--- src/gpio_port_pkg.sv ---
// gpio_port_pkg: constants, register map and carrier types of the gpio port
package gpio_port_pkg;

    // ************************************************************
    // sizes
    // ************************************************************
    localparam int PINS = 16;
    localparam int IRQ_PINS = 13;
    localparam int TYPE_W = 3;
    localparam int TYPE_LO_PINS = 8;
    localparam int TYPE_HI_PINS = IRQ_PINS - TYPE_LO_PINS;
    localparam int CLK_PIN_LO = 14;
    localparam int CLK_PIN_HI = 15;
    localparam int USB_ALT_PIN = 1;
    localparam int DIV_W = 8;

    // ************************************************************
    // register offsets (byte addresses)
    // ************************************************************
    localparam logic [7:0] OFS_OUT = 8'h00;
    localparam logic [7:0] OFS_DIR = 8'h04;
    localparam logic [7:0] OFS_IN = 8'h08;
    localparam logic [7:0] OFS_TYPE_LO = 8'h0c;
    localparam logic [7:0] OFS_TYPE_HI = 8'h10;
    localparam logic [7:0] OFS_STATUS = 8'h14;
    localparam logic [7:0] OFS_MASK = 8'h18;
    localparam logic [7:0] OFS_CLKCFG = 8'h1c;
    localparam logic [7:0] OFS_CLKSEL = 8'h20;
    localparam logic [7:0] OFS_ALT = 8'h24;

    // ************************************************************
    // reset values and field positions
    // ************************************************************
    localparam logic [15:0] OUT_RESET = 16'h0000;
    localparam logic [15:0] DIR_RESET = 16'h0000;
    localparam logic [15:0] CLKSEL_RESET = 16'h8000;
    localparam logic [15:0] CLKSEL_WMASK = 16'hc000;
    localparam logic [7:0] CLKDIV_RESET = 8'h00;
    localparam logic [12:0] MASK_RESET = 13'h0000;
    localparam int ALT_USB_BIT = 0;

    // detection type codes, one 3-bit field per interrupt pin 0..12
    localparam logic [2:0] DET_HIGH = 3'h0;
    localparam logic [2:0] DET_LOW = 3'h1;
    localparam logic [2:0] DET_RISE = 3'h2;
    localparam logic [2:0] DET_FALL = 3'h3;
    localparam logic [2:0] DET_ANY = 3'h4;

    // ************************************************************
    // timing
    // ************************************************************
    localparam int CLOCK_KHZ = 10000;
    localparam int CLKOUT_MAX_KHZ = 33330;
    localparam int HALF_CYC_RAW = (CLOCK_KHZ + 2 * CLKOUT_MAX_KHZ - 1) / (2 * CLKOUT_MAX_KHZ);
    localparam int CLKOUT_MIN_HALF_CYC = (HALF_CYC_RAW < 1) ? 1 : HALF_CYC_RAW;

    // ************************************************************
    // carriers
    // ************************************************************
    typedef struct packed {
        logic [7:0] paddr;
        logic psel;
        logic penable;
        logic pwrite;
        logic [31:0] pwdata;
    } apb_req_t;

    typedef struct packed {
        logic [31:0] prdata;
        logic pready;
        logic pslverr;
    } apb_rsp_t;

    typedef struct packed {
        logic [15:0] dout;
        logic [15:0] oe;
    } pad_drive_t;

endpackage : gpio_port_pkg

--- src/gpio_clkgen.sv ---
// gpio_clkgen: divider that makes the programmable pin clock
`timescale 1ns/1ps
module gpio_clkgen (
    input wire logic clock,                           // device clock
    input wire logic rst,                             // async reset, high
    input wire logic ce,                              // clock enable
    input wire logic run,                             // some pin selects the clock
    input wire logic [gpio_port_pkg::DIV_W-1:0] half, // half period minus one
    output logic clk_out                              // divided clock
);
    import gpio_port_pkg::*;

    localparam logic [DIV_W-1:0] MIN_LIMIT = DIV_W'(CLKOUT_MIN_HALF_CYC - 1);

    logic [DIV_W-1:0] cnt;
    logic [DIV_W-1:0] limit;

    // never shorter than the fastest legal half period
    assign limit = (half < MIN_LIMIT) ? MIN_LIMIT : half;

    always_ff @(posedge clock or posedge rst) begin
        if (rst) begin
            cnt <= '0;
            clk_out <= 1'b0;
        end else if (ce) begin
            if (!run) begin
                cnt <= '0;
                clk_out <= 1'b0;
            end else if (cnt >= limit) begin
                cnt <= '0;
                clk_out <= ~clk_out;
            end else begin
                cnt <= cnt + 1'b1;
            end
        end
    end

    clk_half_period_a: assert property (@(posedge clock) disable iff (rst)
        (ce && $past(ce) && run && $past(run) && $changed(clk_out)) |-> ($past(cnt) >= $past(limit)))
        else $error("divided clock toggled before its minimum half period");

endmodule : gpio_clkgen

--- src/gpio_port.sv ---
// gpio_port: sixteen-pin gpio port with interrupts, clock out and apb registers
//
// Chosen here: the APB slave port and the register offsets.
`timescale 1ns/1ps
module gpio_port (
    input wire logic clock,                              // device clock, 10 MHz
    input wire logic rst,                                // async reset, high
    input wire logic ce,                                 // clock enable, low freezes all state
    input wire gpio_port_pkg::apb_req_t apb_req,         // apb request from master
    output gpio_port_pkg::apb_rsp_t apb_rsp,             // apb answer to master
    input wire logic [gpio_port_pkg::PINS-1:0] pad_in,   // pin levels as seen at the pads
    output gpio_port_pkg::pad_drive_t pad,               // pin drive values and enables
    output logic usb_bypass_clk,                         // bypass clock handed to usb logic
    output logic irq                                     // level interrupt, high active
);
    import gpio_port_pkg::*;

    // ************************************************************
    // registers
    // ************************************************************
    logic [PINS-1:0] out_data;
    logic [PINS-1:0] dir;
    logic [PINS-1:0] clksel;
    logic [IRQ_PINS*TYPE_W-1:0] itype;
    logic [IRQ_PINS-1:0] status;
    logic [IRQ_PINS-1:0] mask;
    logic [DIV_W-1:0] clkdiv;
    logic alt_usb;
    logic [PINS-1:0] prev_in;
    logic [31:0] rd_data;
    logic clk_out;

    logic [IRQ_PINS-1:0] event_hit;
    logic [PINS-1:0] next_oe;
    logic [PINS-1:0] next_dout;
    logic [31:0] next_rd;
    logic mapped;
    logic wr_en;
    logic setup;

    // ************************************************************
    // apb slave
    // ************************************************************
    // zero wait states: every access phase completes at its first edge
    assign setup = apb_req.psel && !apb_req.penable;
    assign wr_en = apb_req.psel && apb_req.penable && apb_req.pwrite && mapped && ce;

    always_comb begin
        mapped = 1'b1;
        next_rd = 32'h0000_0000;
        unique case (apb_req.paddr)
            OFS_OUT: next_rd[PINS-1:0] = out_data;
            OFS_DIR: next_rd[PINS-1:0] = dir;
            OFS_IN: next_rd[PINS-1:0] = pad_in;
            OFS_TYPE_LO: next_rd[TYPE_LO_PINS*TYPE_W-1:0] = itype[TYPE_LO_PINS*TYPE_W-1:0];
            OFS_TYPE_HI: next_rd[TYPE_HI_PINS*TYPE_W-1:0] = itype[IRQ_PINS*TYPE_W-1:TYPE_LO_PINS*TYPE_W];
            OFS_STATUS: next_rd[IRQ_PINS-1:0] = status;
            OFS_MASK: next_rd[IRQ_PINS-1:0] = mask;
            OFS_CLKCFG: next_rd[DIV_W-1:0] = clkdiv;
            OFS_CLKSEL: next_rd[PINS-1:0] = clksel;
            OFS_ALT: next_rd[ALT_USB_BIT] = alt_usb;
            default: mapped = 1'b0;
        endcase
    end

    // read data is caught in the setup cycle so it comes from a flop
    always_ff @(posedge clock or posedge rst) begin
        if (rst) begin
            rd_data <= 32'h0000_0000;
        end else if (ce && setup) begin
            rd_data <= next_rd;
        end
    end

    always_comb begin
        apb_rsp.prdata = rd_data;
        apb_rsp.pready = 1'b1;
        apb_rsp.pslverr = apb_req.psel && apb_req.penable && !mapped;
    end

    // ************************************************************
    // output data and direction
    // ************************************************************
    always_ff @(posedge clock or posedge rst) begin
        if (rst) begin
            out_data <= OUT_RESET;
        end else if (wr_en && apb_req.paddr == OFS_OUT) begin
            out_data <= apb_req.pwdata[PINS-1:0];
        end
    end

    always_ff @(posedge clock or posedge rst) begin
        if (rst) begin
            dir <= DIR_RESET;
        end else if (wr_en && apb_req.paddr == OFS_DIR) begin
            dir <= apb_req.pwdata[PINS-1:0];
        end
    end

    // ************************************************************
    // clock out selection and divider
    // ************************************************************
    always_ff @(posedge clock or posedge rst) begin
        if (rst) begin
            clksel <= CLKSEL_RESET;
        end else if (wr_en && apb_req.paddr == OFS_CLKSEL) begin
            clksel <= apb_req.pwdata[PINS-1:0] & CLKSEL_WMASK;
        end
    end

    always_ff @(posedge clock or posedge rst) begin
        if (rst) begin
            clkdiv <= CLKDIV_RESET;
        end else if (wr_en && apb_req.paddr == OFS_CLKCFG) begin
            clkdiv <= apb_req.pwdata[DIV_W-1:0];
        end
    end

    gpio_clkgen clkgen (
        .clock(clock),
        .rst(rst),
        .ce(ce),
        .run(|clksel),
        .half(clkdiv),
        .clk_out(clk_out)
    );

    // ************************************************************
    // pad drive
    // ************************************************************
    // a pin drives when set as output or when it carries the clock
    always_comb begin
        next_oe = dir | clksel;
        next_dout = out_data;
        next_dout[CLK_PIN_LO] = clksel[CLK_PIN_LO] ? clk_out : out_data[CLK_PIN_LO];
        next_dout[CLK_PIN_HI] = clksel[CLK_PIN_HI] ? clk_out : out_data[CLK_PIN_HI];
    end

    always_ff @(posedge clock or posedge rst) begin
        if (rst) begin
            pad.oe <= DIR_RESET | CLKSEL_RESET;
            pad.dout <= OUT_RESET;
        end else if (ce) begin
            pad.oe <= next_oe;
            pad.dout <= next_dout;
        end
    end

    // ************************************************************
    // usb bypass clock
    // ************************************************************
    always_ff @(posedge clock or posedge rst) begin
        if (rst) begin
            alt_usb <= 1'b0;
        end else if (wr_en && apb_req.paddr == OFS_ALT) begin
            alt_usb <= apb_req.pwdata[ALT_USB_BIT];
        end
    end

    // clock path, not data: a flop at 10 MHz could not carry 48 MHz
    assign usb_bypass_clk = alt_usb && !next_oe[USB_ALT_PIN] && pad_in[USB_ALT_PIN];

    // ************************************************************
    // interrupt detection
    // ************************************************************
    always_ff @(posedge clock or posedge rst) begin
        if (rst) begin
            prev_in <= '0;
        end else if (ce) begin
            prev_in <= pad_in;
        end
    end

    always_ff @(posedge clock or posedge rst) begin
        if (rst) begin
            itype <= '0;
        end else if (wr_en && apb_req.paddr == OFS_TYPE_LO) begin
            itype[TYPE_LO_PINS*TYPE_W-1:0] <= apb_req.pwdata[TYPE_LO_PINS*TYPE_W-1:0];
        end else if (wr_en && apb_req.paddr == OFS_TYPE_HI) begin
            itype[IRQ_PINS*TYPE_W-1:TYPE_LO_PINS*TYPE_W] <= apb_req.pwdata[TYPE_HI_PINS*TYPE_W-1:0];
        end
    end

    // only pins 0..12 have a detector, gated by input direction
    for (genvar i = 0; i < IRQ_PINS; i++) begin : g_det
        logic [TYPE_W-1:0] kind;
        logic hit;
        assign kind = itype[i*TYPE_W +: TYPE_W];
        always_comb begin
            unique case (kind)
                DET_HIGH: hit = pad_in[i];
                DET_LOW: hit = !pad_in[i];
                DET_RISE: hit = pad_in[i] && !prev_in[i];
                DET_FALL: hit = !pad_in[i] && prev_in[i];
                DET_ANY: hit = pad_in[i] != prev_in[i];
                default: hit = 1'b0;
            endcase
        end
        assign event_hit[i] = hit && !next_oe[i];

        edge_sets_status_a: assert property (@(posedge clock) disable iff (rst)
            (ce && !next_oe[i] && kind == DET_RISE && pad_in[i] && !prev_in[i]) |=> status[i])
            else $error("rising edge on an input pin did not set its status bit");

        level_sets_status_a: assert property (@(posedge clock) disable iff (rst)
            (ce && !next_oe[i] && kind == DET_HIGH && pad_in[i]) |=> status[i])
            else $error("high level on an input pin did not set its status bit");

        low_sets_status_a: assert property (@(posedge clock) disable iff (rst)
            (ce && !next_oe[i] && kind == DET_LOW && !pad_in[i]) |=> status[i])
            else $error("low level on an input pin did not set its status bit");

        fall_sets_status_a: assert property (@(posedge clock) disable iff (rst)
            (ce && !next_oe[i] && kind == DET_FALL && !pad_in[i] && prev_in[i]) |=> status[i])
            else $error("falling edge on an input pin did not set its status bit");

        bad_code_quiet_a: assert property (@(posedge clock) disable iff (rst)
            (kind > DET_ANY) |-> !event_hit[i])
            else $error("reserved detection code raised an event");
    end

    // ************************************************************
    // status, mask and interrupt output
    // ************************************************************
    // an event in the cycle of a clear wins over the clear
    always_ff @(posedge clock or posedge rst) begin
        if (rst) begin
            status <= '0;
        end else if (ce) begin
            if (wr_en && apb_req.paddr == OFS_STATUS) begin
                status <= (status & ~apb_req.pwdata[IRQ_PINS-1:0]) | event_hit;
            end else begin
                status <= status | event_hit;
            end
        end
    end

    always_ff @(posedge clock or posedge rst) begin
        if (rst) begin
            mask <= MASK_RESET;
        end else if (wr_en && apb_req.paddr == OFS_MASK) begin
            mask <= apb_req.pwdata[IRQ_PINS-1:0];
        end
    end

    assign irq = |(status & mask);

    // ************************************************************
    // checks
    // ************************************************************
    out_pins_follow_a: assert property (@(posedge clock) disable iff (rst)
        (ce && !clksel[CLK_PIN_LO] && !clksel[CLK_PIN_HI]) |=> (pad.dout == $past(out_data)))
        else $error("pad data does not follow the output register");

    dir_drives_oe_a: assert property (@(posedge clock) disable iff (rst)
        (wr_en && apb_req.paddr == OFS_DIR && apb_req.pwdata[CLK_PIN_HI:0] != 16'h0000)
        |=> ##1 ((pad.oe & $past(apb_req.pwdata[PINS-1:0], 2)) == $past(apb_req.pwdata[PINS-1:0], 2)
        || !$past(ce)))
        else $error("direction write did not enable the pad drivers");

    no_output_event_a: assert property (@(posedge clock) disable iff (rst)
        ce |=> ((status & ~$past(status) & $past(next_oe[IRQ_PINS-1:0])) == 13'h0000))
        else $error("status set on a pin that drives");

    clock_on_pin_a: assert property (@(posedge clock) disable iff (rst)
        (ce && clksel[CLK_PIN_LO]) |=> (pad.dout[CLK_PIN_LO] == $past(clk_out) && pad.oe[CLK_PIN_LO]))
        else $error("pin 14 does not carry the divided clock");

    reset_inputs_a: assert property (@(posedge clock)
        $fell(rst) |-> (dir == DIR_RESET && pad.oe[CLK_PIN_LO-1:0] == 14'h0000 && !pad.oe[CLK_PIN_LO]))
        else $error("pins not inputs after reset");

    reset_clock_pin_a: assert property (@(posedge clock)
        $fell(rst) |-> (pad.oe[CLK_PIN_HI] && clksel[CLK_PIN_HI] && !clksel[CLK_PIN_LO]))
        else $error("pin 15 is not driving the clock after reset");

    usb_bypass_path_a: assert property (@(posedge clock) disable iff (rst)
        (alt_usb && !next_oe[USB_ALT_PIN]) |-> (usb_bypass_clk == pad_in[USB_ALT_PIN]))
        else $error("bypass clock does not follow pin 1");

    status_sticky_a: assert property (@(posedge clock) disable iff (rst)
        (status != 13'h0000 && !(wr_en && apb_req.paddr == OFS_STATUS))
        |=> ((status & $past(status)) == $past(status)))
        else $error("status bit dropped without a clear");

    irq_level_a: assert property (@(posedge clock) disable iff (rst)
        irq == ((status & mask) != 13'h0000))
        else $error("interrupt does not match the enabled status bits");

    ce_freeze_a: assert property (@(posedge clock) disable iff (rst)
        !ce |=> ($stable(status) && $stable(pad.dout) && $stable(pad.oe)))
        else $error("state moved while clock enable was low");

    dropped_write_a: assert property (@(posedge clock) disable iff (rst)
        (!ce && apb_req.psel && apb_req.penable && apb_req.pwrite) |=> ($stable(out_data) && $stable(dir)))
        else $error("register write taken while clock enable was low");

    dir_write_a: assert property (@(posedge clock) disable iff (rst)
        (wr_en && apb_req.paddr == OFS_DIR) |=> (dir == $past(apb_req.pwdata[PINS-1:0])))
        else $error("direction write did not land");

    out_write_a: assert property (@(posedge clock) disable iff (rst)
        (wr_en && apb_req.paddr == OFS_OUT) |=> (out_data == $past(apb_req.pwdata[PINS-1:0])))
        else $error("output data write did not land");

    oe_follows_a: assert property (@(posedge clock) disable iff (rst)
        ce |=> (pad.oe == $past(dir | clksel)))
        else $error("pad enables do not follow direction and clock select");

    read_back_a: assert property (@(posedge clock) disable iff (rst)
        (apb_req.psel && apb_req.penable && !apb_req.pwrite && apb_req.paddr == OFS_DIR && $past(ce && setup))
        |-> (apb_rsp.prdata == {16'h0000, dir}))
        else $error("direction read back does not match the register");

    clock_pins_only_a: assert property (@(posedge clock) disable iff (rst)
        clksel[CLK_PIN_LO-1:0] == 14'h0000)
        else $error("clock selected on a pin other than 14 or 15");

    clock_on_top_a: assert property (@(posedge clock) disable iff (rst)
        (ce && clksel[CLK_PIN_HI]) |=> (pad.dout[CLK_PIN_HI] == $past(clk_out) && pad.oe[CLK_PIN_HI]))
        else $error("pin 15 does not carry the divided clock");

    bypass_off_a: assert property (@(posedge clock) disable iff (rst)
        !alt_usb |-> !usb_bypass_clk)
        else $error("bypass clock active while the alternate function is off");

    status_clear_a: assert property (@(posedge clock) disable iff (rst)
        (wr_en && apb_req.paddr == OFS_STATUS && event_hit == 13'h0000)
        |=> ((status & $past(apb_req.pwdata[IRQ_PINS-1:0])) == 13'h0000))
        else $error("write one did not clear the status bit");

    clear_loses_a: assert property (@(posedge clock) disable iff (rst)
        (ce && event_hit != 13'h0000) |=> ((status & $past(event_hit)) == $past(event_hit)))
        else $error("event lost against a status clear");

    mask_write_a: assert property (@(posedge clock) disable iff (rst)
        (wr_en && apb_req.paddr == OFS_MASK) |=> (mask == $past(apb_req.pwdata[IRQ_PINS-1:0])))
        else $error("mask write did not land");

endmodule : gpio_port

--- config.mk ---
export PLATFORM = sky130hd
export DESIGN_NAME = gpio_port
export DESIGN_NICKNAME = d
export VERILOG_FILES = /design/src/gpio_port_pkg.sv /design/src/gpio_clkgen.sv /design/src/gpio_port.sv
export SDC_FILE = /design/constraint.sdc
export NUM_CORES = 1
export LEC_CHECK = 0
export BUFFER_PORTS_ARGS = -buffer_cell sky130_fd_sc_hd__buf_2
export CAP_MARGIN = 10
export CORE_UTILIZATION = 43
export CTS_BUF_LIST = sky130_fd_sc_hd__clkbuf_8
export CTS_CLUSTER_DIAMETER = 150
export DETAILED_ROUTE_END_ITERATION = 10
export GPL_TIMING_DRIVEN = 0
export HOLD_SLACK_MARGIN = 0.1
export MAX_ROUTING_LAYER = met4
export PLACE_DENSITY = 0.74
export SLEW_MARGIN = 20
export SYNTH_ARGS = -nofsm -noshare
export SYNTH_HDL_FRONTEND = slang
export SYNTH_SLANG_ARGS = --single-unit
--- constraint.sdc ---
create_clock -name clock -period 8.9 [get_ports clock]
set_input_delay 0.445 -clock clock [delete_from_list [all_inputs] [get_ports clock]]
set_output_delay 0.445 -clock clock [all_outputs]
set_load 0.03 [all_outputs]
Yosys cells after proc, flatten, opt, wreduce, memory -nomap -nowiden
Index checks and enable logic that the tools add are counted.
- register bits: 186
- input bits: 62
- word-level logic and storage cells: 246
- add/subtract/negate cells: 1
- order comparisons: 2
- eq/ne operators: 75
- multiplexer cells: 28
- bitwise logic cells: 8
- reductions and logical operators: 117
- operators by type and width (kind ; count):
    3-bit by 2-bit == test with 1-bit output (second input constant) ; 26
    1-bit case mux with 5 select lines ; 14
    1-bit logical AND ; 57
    7-bit case mux with 8 select lines ; 1
    1-bit zero test ; 41
    3-bit by 1-bit == test with 1-bit output (second input constant) ; 13
    3-bit == test (second input constant) ; 13
    3-bit zero test ; 13
    5-bit case mux with 7 select lines ; 1
    8-bit by 5-bit == test with 1-bit output (second input constant) ; 4
    8-bit 2-to-1 mux ; 4
    13-bit AND ; 2
    13-bit OR ; 2
    8-bit by 4-bit == test with 1-bit output (second input constant) ; 2
    8-bit by 6-bit == test with 1-bit output (second input constant) ; 2
    16-bit OR ; 1
    13-bit 2-to-1 mux ; 1
    1-bit inequality test ; 13
    13-bit inverter ; 1
    13-bit OR reduction ; 1
    2-bit case mux with 6 select lines ; 1
    10-bit OR reduction ; 1
    1-bit case mux with 9 select lines ; 1
    8-bit by 1-bit adder with 8-bit output (second input constant) ; 1
    other kinds (9) ; 15

Logic depth before layout (Yosys ltp)
- depth after elaboration: 8
- mapped depth: 7
- mapped depth without buffers: 7

By module
From an unflattened synthesis, not the netlist that was laid out.
- cells, all modules: 820
- area, all modules: 9561.7 sq um
- by module, submodules not included (module ; times used ; cells each ; area an instance (sq um) ; sequential area each (sq um)):
    gpio_port ; 1 ; 753 ; 8926.1 ; 4431.8
    gpio_clkgen ; 1 ; 67 ; 635.6 ; 225.2

Worst setup path before layout
No wires, ideal clock.
- kind: input to output
- start point: input apb_req[39] (netlist name)
- end point: output apb_rsp[0] (netlist name)
- data arrival time: 1.747 ns
- setup slack: 6.708 ns
- stages on the path: 5
- path through: buf_2 > buf_2 > buf_2 > o21ai_0 > a31oi_1
- RTL lines (what ; RTL line ; source):
    from (decl) ; gpio_port.sv:9 ; input wire gpio_port_pkg::apb_req_t apb_req,
    to (decl) ; gpio_port.sv:10 ; output gpio_port_pkg::apb_rsp_t apb_rsp,

==> impl_results.md <==
* Fin crit period at 2840 ps
* Clk sinks at 186
* Top area cells in the synthesized netlist: dfrtp_1 48%, mux2_2 14%, ha_1 4.6%
* Worst Hold Class: in2reg
* Initial antenna violation count at 0
* Post-placement cell area at 10500 um2
* WHS Path Cells at 2
* GRT Residual Overflow at 0
* DRC violations left at 0
* Post-route cell area at 10900 um2
* Fmax at 0.352 GHz
* TritonRoute pass-1 iters at 5
* Least-Margin Pin Slew at 1020 ps
* Synth unique cells at 63
* Synthesized instance count at 827
* HPWL after DPL at 20.5 mm
* DR vias/cell at 5.81
* Cell area after synthesis at 9550 um2
* I/O pin total at 130
* Ratio of cells with drive above 1 in the final layout at 34.0%
* Routed Antenna Nets at 0
* Setup crit end kind: primary output
* Row count at 54
* Final setup fails at 0
* Hold_sp: apb_req[16]
* Via count at 7316
* Final GP Congestion at 0.956
* Vias in the first global route at 6986
* Worst-Skew Late Latency at 480 ps
* Die area at 22800 um2
* Largest net degree at the start of global routing at 105
* Reg2Reg Setup Slack at 6830 ps
* Worst setup margin at 6060 ps
* PortBufs at 111
* P per Cell Area at 146 nW/um2
* CTS tree: built
* Root Driver: clkbuf_8
* Worst vdd ir at 0.0765 mV
* Inserted Clock Buffers at 17
* CP Launch Type: primary input
* Post-synth top area cell: dfrtp_1
* DR iter-0 viols at 539
* Slew Limit Fails at 0
* Area growth syn-to-layout at 14.1%
* Worst R2R End: clkgen.clk_out$_DFFE_PP0P_
* Clock-pin slew on the worst setup and hold paths at 100 ps
* Worst Reg-to-Reg Cells at 6
* Setup WS pre-CTS at 6140 ps
* Total Wirelength at 28.3 mm
* Setup TNS at 0 ps
* Status: finished, final reports clean
* Hold-fix buffers, CTS at 1
* Yosys warns at 0
* Sequential share of the synthesized area at 48.7%
* GRT Resource Usage Total at 26.5%
* Clock buffer depth at 2
* Pleak at 5.32 nW
* Final Hold Fails at 0
* Die Wd at 151 um
* Post-synthesis register bit count at 186
* First-pass GRT wire length at 42.3 mm
* Period utilization at 31.9%
* N_diodes at 0
* Htree depth at 4
* Die height at 151 um
* Top_reg_cell synth: dfrtp_1
* Arrival @ worst endpoint at 2400 ps
* EDFF count, synth at 0
* Starting density of the core at 43.8%
* Synth top area share at 48.2%
* Slew HR at 32.2%
* Crit path max fanout at 10
* Reg2reg start: clkgen.cnt[5]$_DFFE_PP0P_
* Layout Skew at 9.78 ps
* Async set-reset flop share out of synthesis at 100%
* Hold Path End: itype[16]$_DFFE_PP0P_
* Fin nets at 1063
* Post_cts resized at 0
* Post-CTS Setup Inserts at 0
* Max-Cap Viols at 0
* RSZ-0062 raised after global routing: false
* WS Path Type: in2out
* Routed WL per cell at 22.5 um
* Crit path required time at 8460 ps
* Syn_area_per_cell at 11.6 um2
* CORE AREA at 21800 um2
-- cell usage in the layout (no fill, tap or decap), drive strengths merged, types with 5 or more instances in the layout --
cell     instances
buf            141
a22oi            9
o31ai           12
conb             9
a21oi           38
mux4            11
xnor2            5
mux2i           27
clkbuf          31
a32oi            7
a21bo           12
a211oi          18
ha              35
o21ai           58
nor3            14
mux2           120
o22ai            5
inv             45
a31oi            5
nor2            44
nand3            8
a22o            11
nand2           65
dfrtp          184
nor2b           12
o2bb2ai          5
-- synth_stat cells, drive strengths merged (4+ instances only) --
library cell	number
nor2	44
mux4	11
mux2i	27
o22ai	5
nor2b	12
a22oi	9
or2	4
o31ai	12
dfrtp	184
xnor2	5
ha	35
o2bb2ai	5
nand2	65
buf	29
a221oi	4
a21oi	38
a31oi	5
inv	39
mux2	120
a32oi	7
clkbuf	13
a21bo	12
o21ai	58
nand3	8
nor3	14
a22o	11
a211oi	18
-- kinds of logic (layout without fill, tap and decap cells) --
group,count (synthesis),count (layout),share of synthesized area [%]
xor+xnor,7,7,0.642
other cells,2,9,0.0786
fa+ha+maj,35,35,4.58
flops,186,186,48.7
simple gates,166,166,8.96
compound gates,191,191,13.2
buf+inv,82,227,4.26
mux,158,158,19.6
-- flip-flops by register name, indices dropped and copies added (netlist names) --
register and count:
alt_usb 1, pad 32, status 13, rd_data 24
mask 13, clkgen.clk_out 1, clkgen.cnt 8, clkdiv 8
prev_in 13, out_data 16, clksel 2, itype 39
dir 16
-- metal layers --
metal / part of all wire (%) / vias up / track usage (%)
li1: - / 3256 / -
met1: 46 / 3711 / 36.6
met2: 45 / 301 / 39.2
met3: 6.5 / 48 / 4.94
met4: 2.5 / 0 / 8.65
met5: 0 / - / -
-- power by group --
part           leakage [nW]  total (mW)  switching [mW]  internal (mW)
combinational          2.68       0.168           0.113         0.0552
sequential             2.45       0.867         0.00981          0.857
clock                 0.185       0.552           0.323          0.229
-- layout make-up --
| cell class | count | area, um2 |
|---|---|---|
| plain buffers | 42 | 256 |
| clock buffers | 18 | 248 |
| clock inverters | 14 | 121 |
| fillers | 1990 | 10900 |
| inverters | 40 | 158 |
| multi-input cells | 566 | 4520 |
| flip-flops and latches | 186 | 4660 |
| well taps | 280 | 350 |
| repair buffers | 113 | 593 |
-- worst max-delay path by stage --
stage	from	end	slack (ps)	depth (start not counted)
3_3_place_gp	rst	pad[4]$_DFFE_PP0P_	1210	2
2_1_floorplan	rst	alt_usb$_DFFE_PP0P_	3400	1
6_report	apb_req[39]	apb_rsp[0]	6060	7
5_1_grt	apb_req[39]	apb_rsp[0]	6050	7
3_5_place_dp	apb_req[39]	apb_rsp[0]	6140	7
4_1_cts	apb_req[39]	apb_rsp[0]	6120	7
-- critical path, cell delays in order --
cell	delay, ps
buf_2	150
buf_2	360
buf_2	330
buf_2	380
o21ai_0	190
a31oi_1	290
buf_2	250
-- through the flow --
stage	util, %	total power [mW]	hold slack [ps]	instances
floorplan	-	0.981	459	834
global placement	48.1	1.04	459	1225
detailed placement	48.2	1.05	466	1226
CTS	49.9	1.59	179	1259
global route	49.9	1.64	169	1259
finish	49.9	1.59	195	1259
Power figures use the tool's default switching activity.
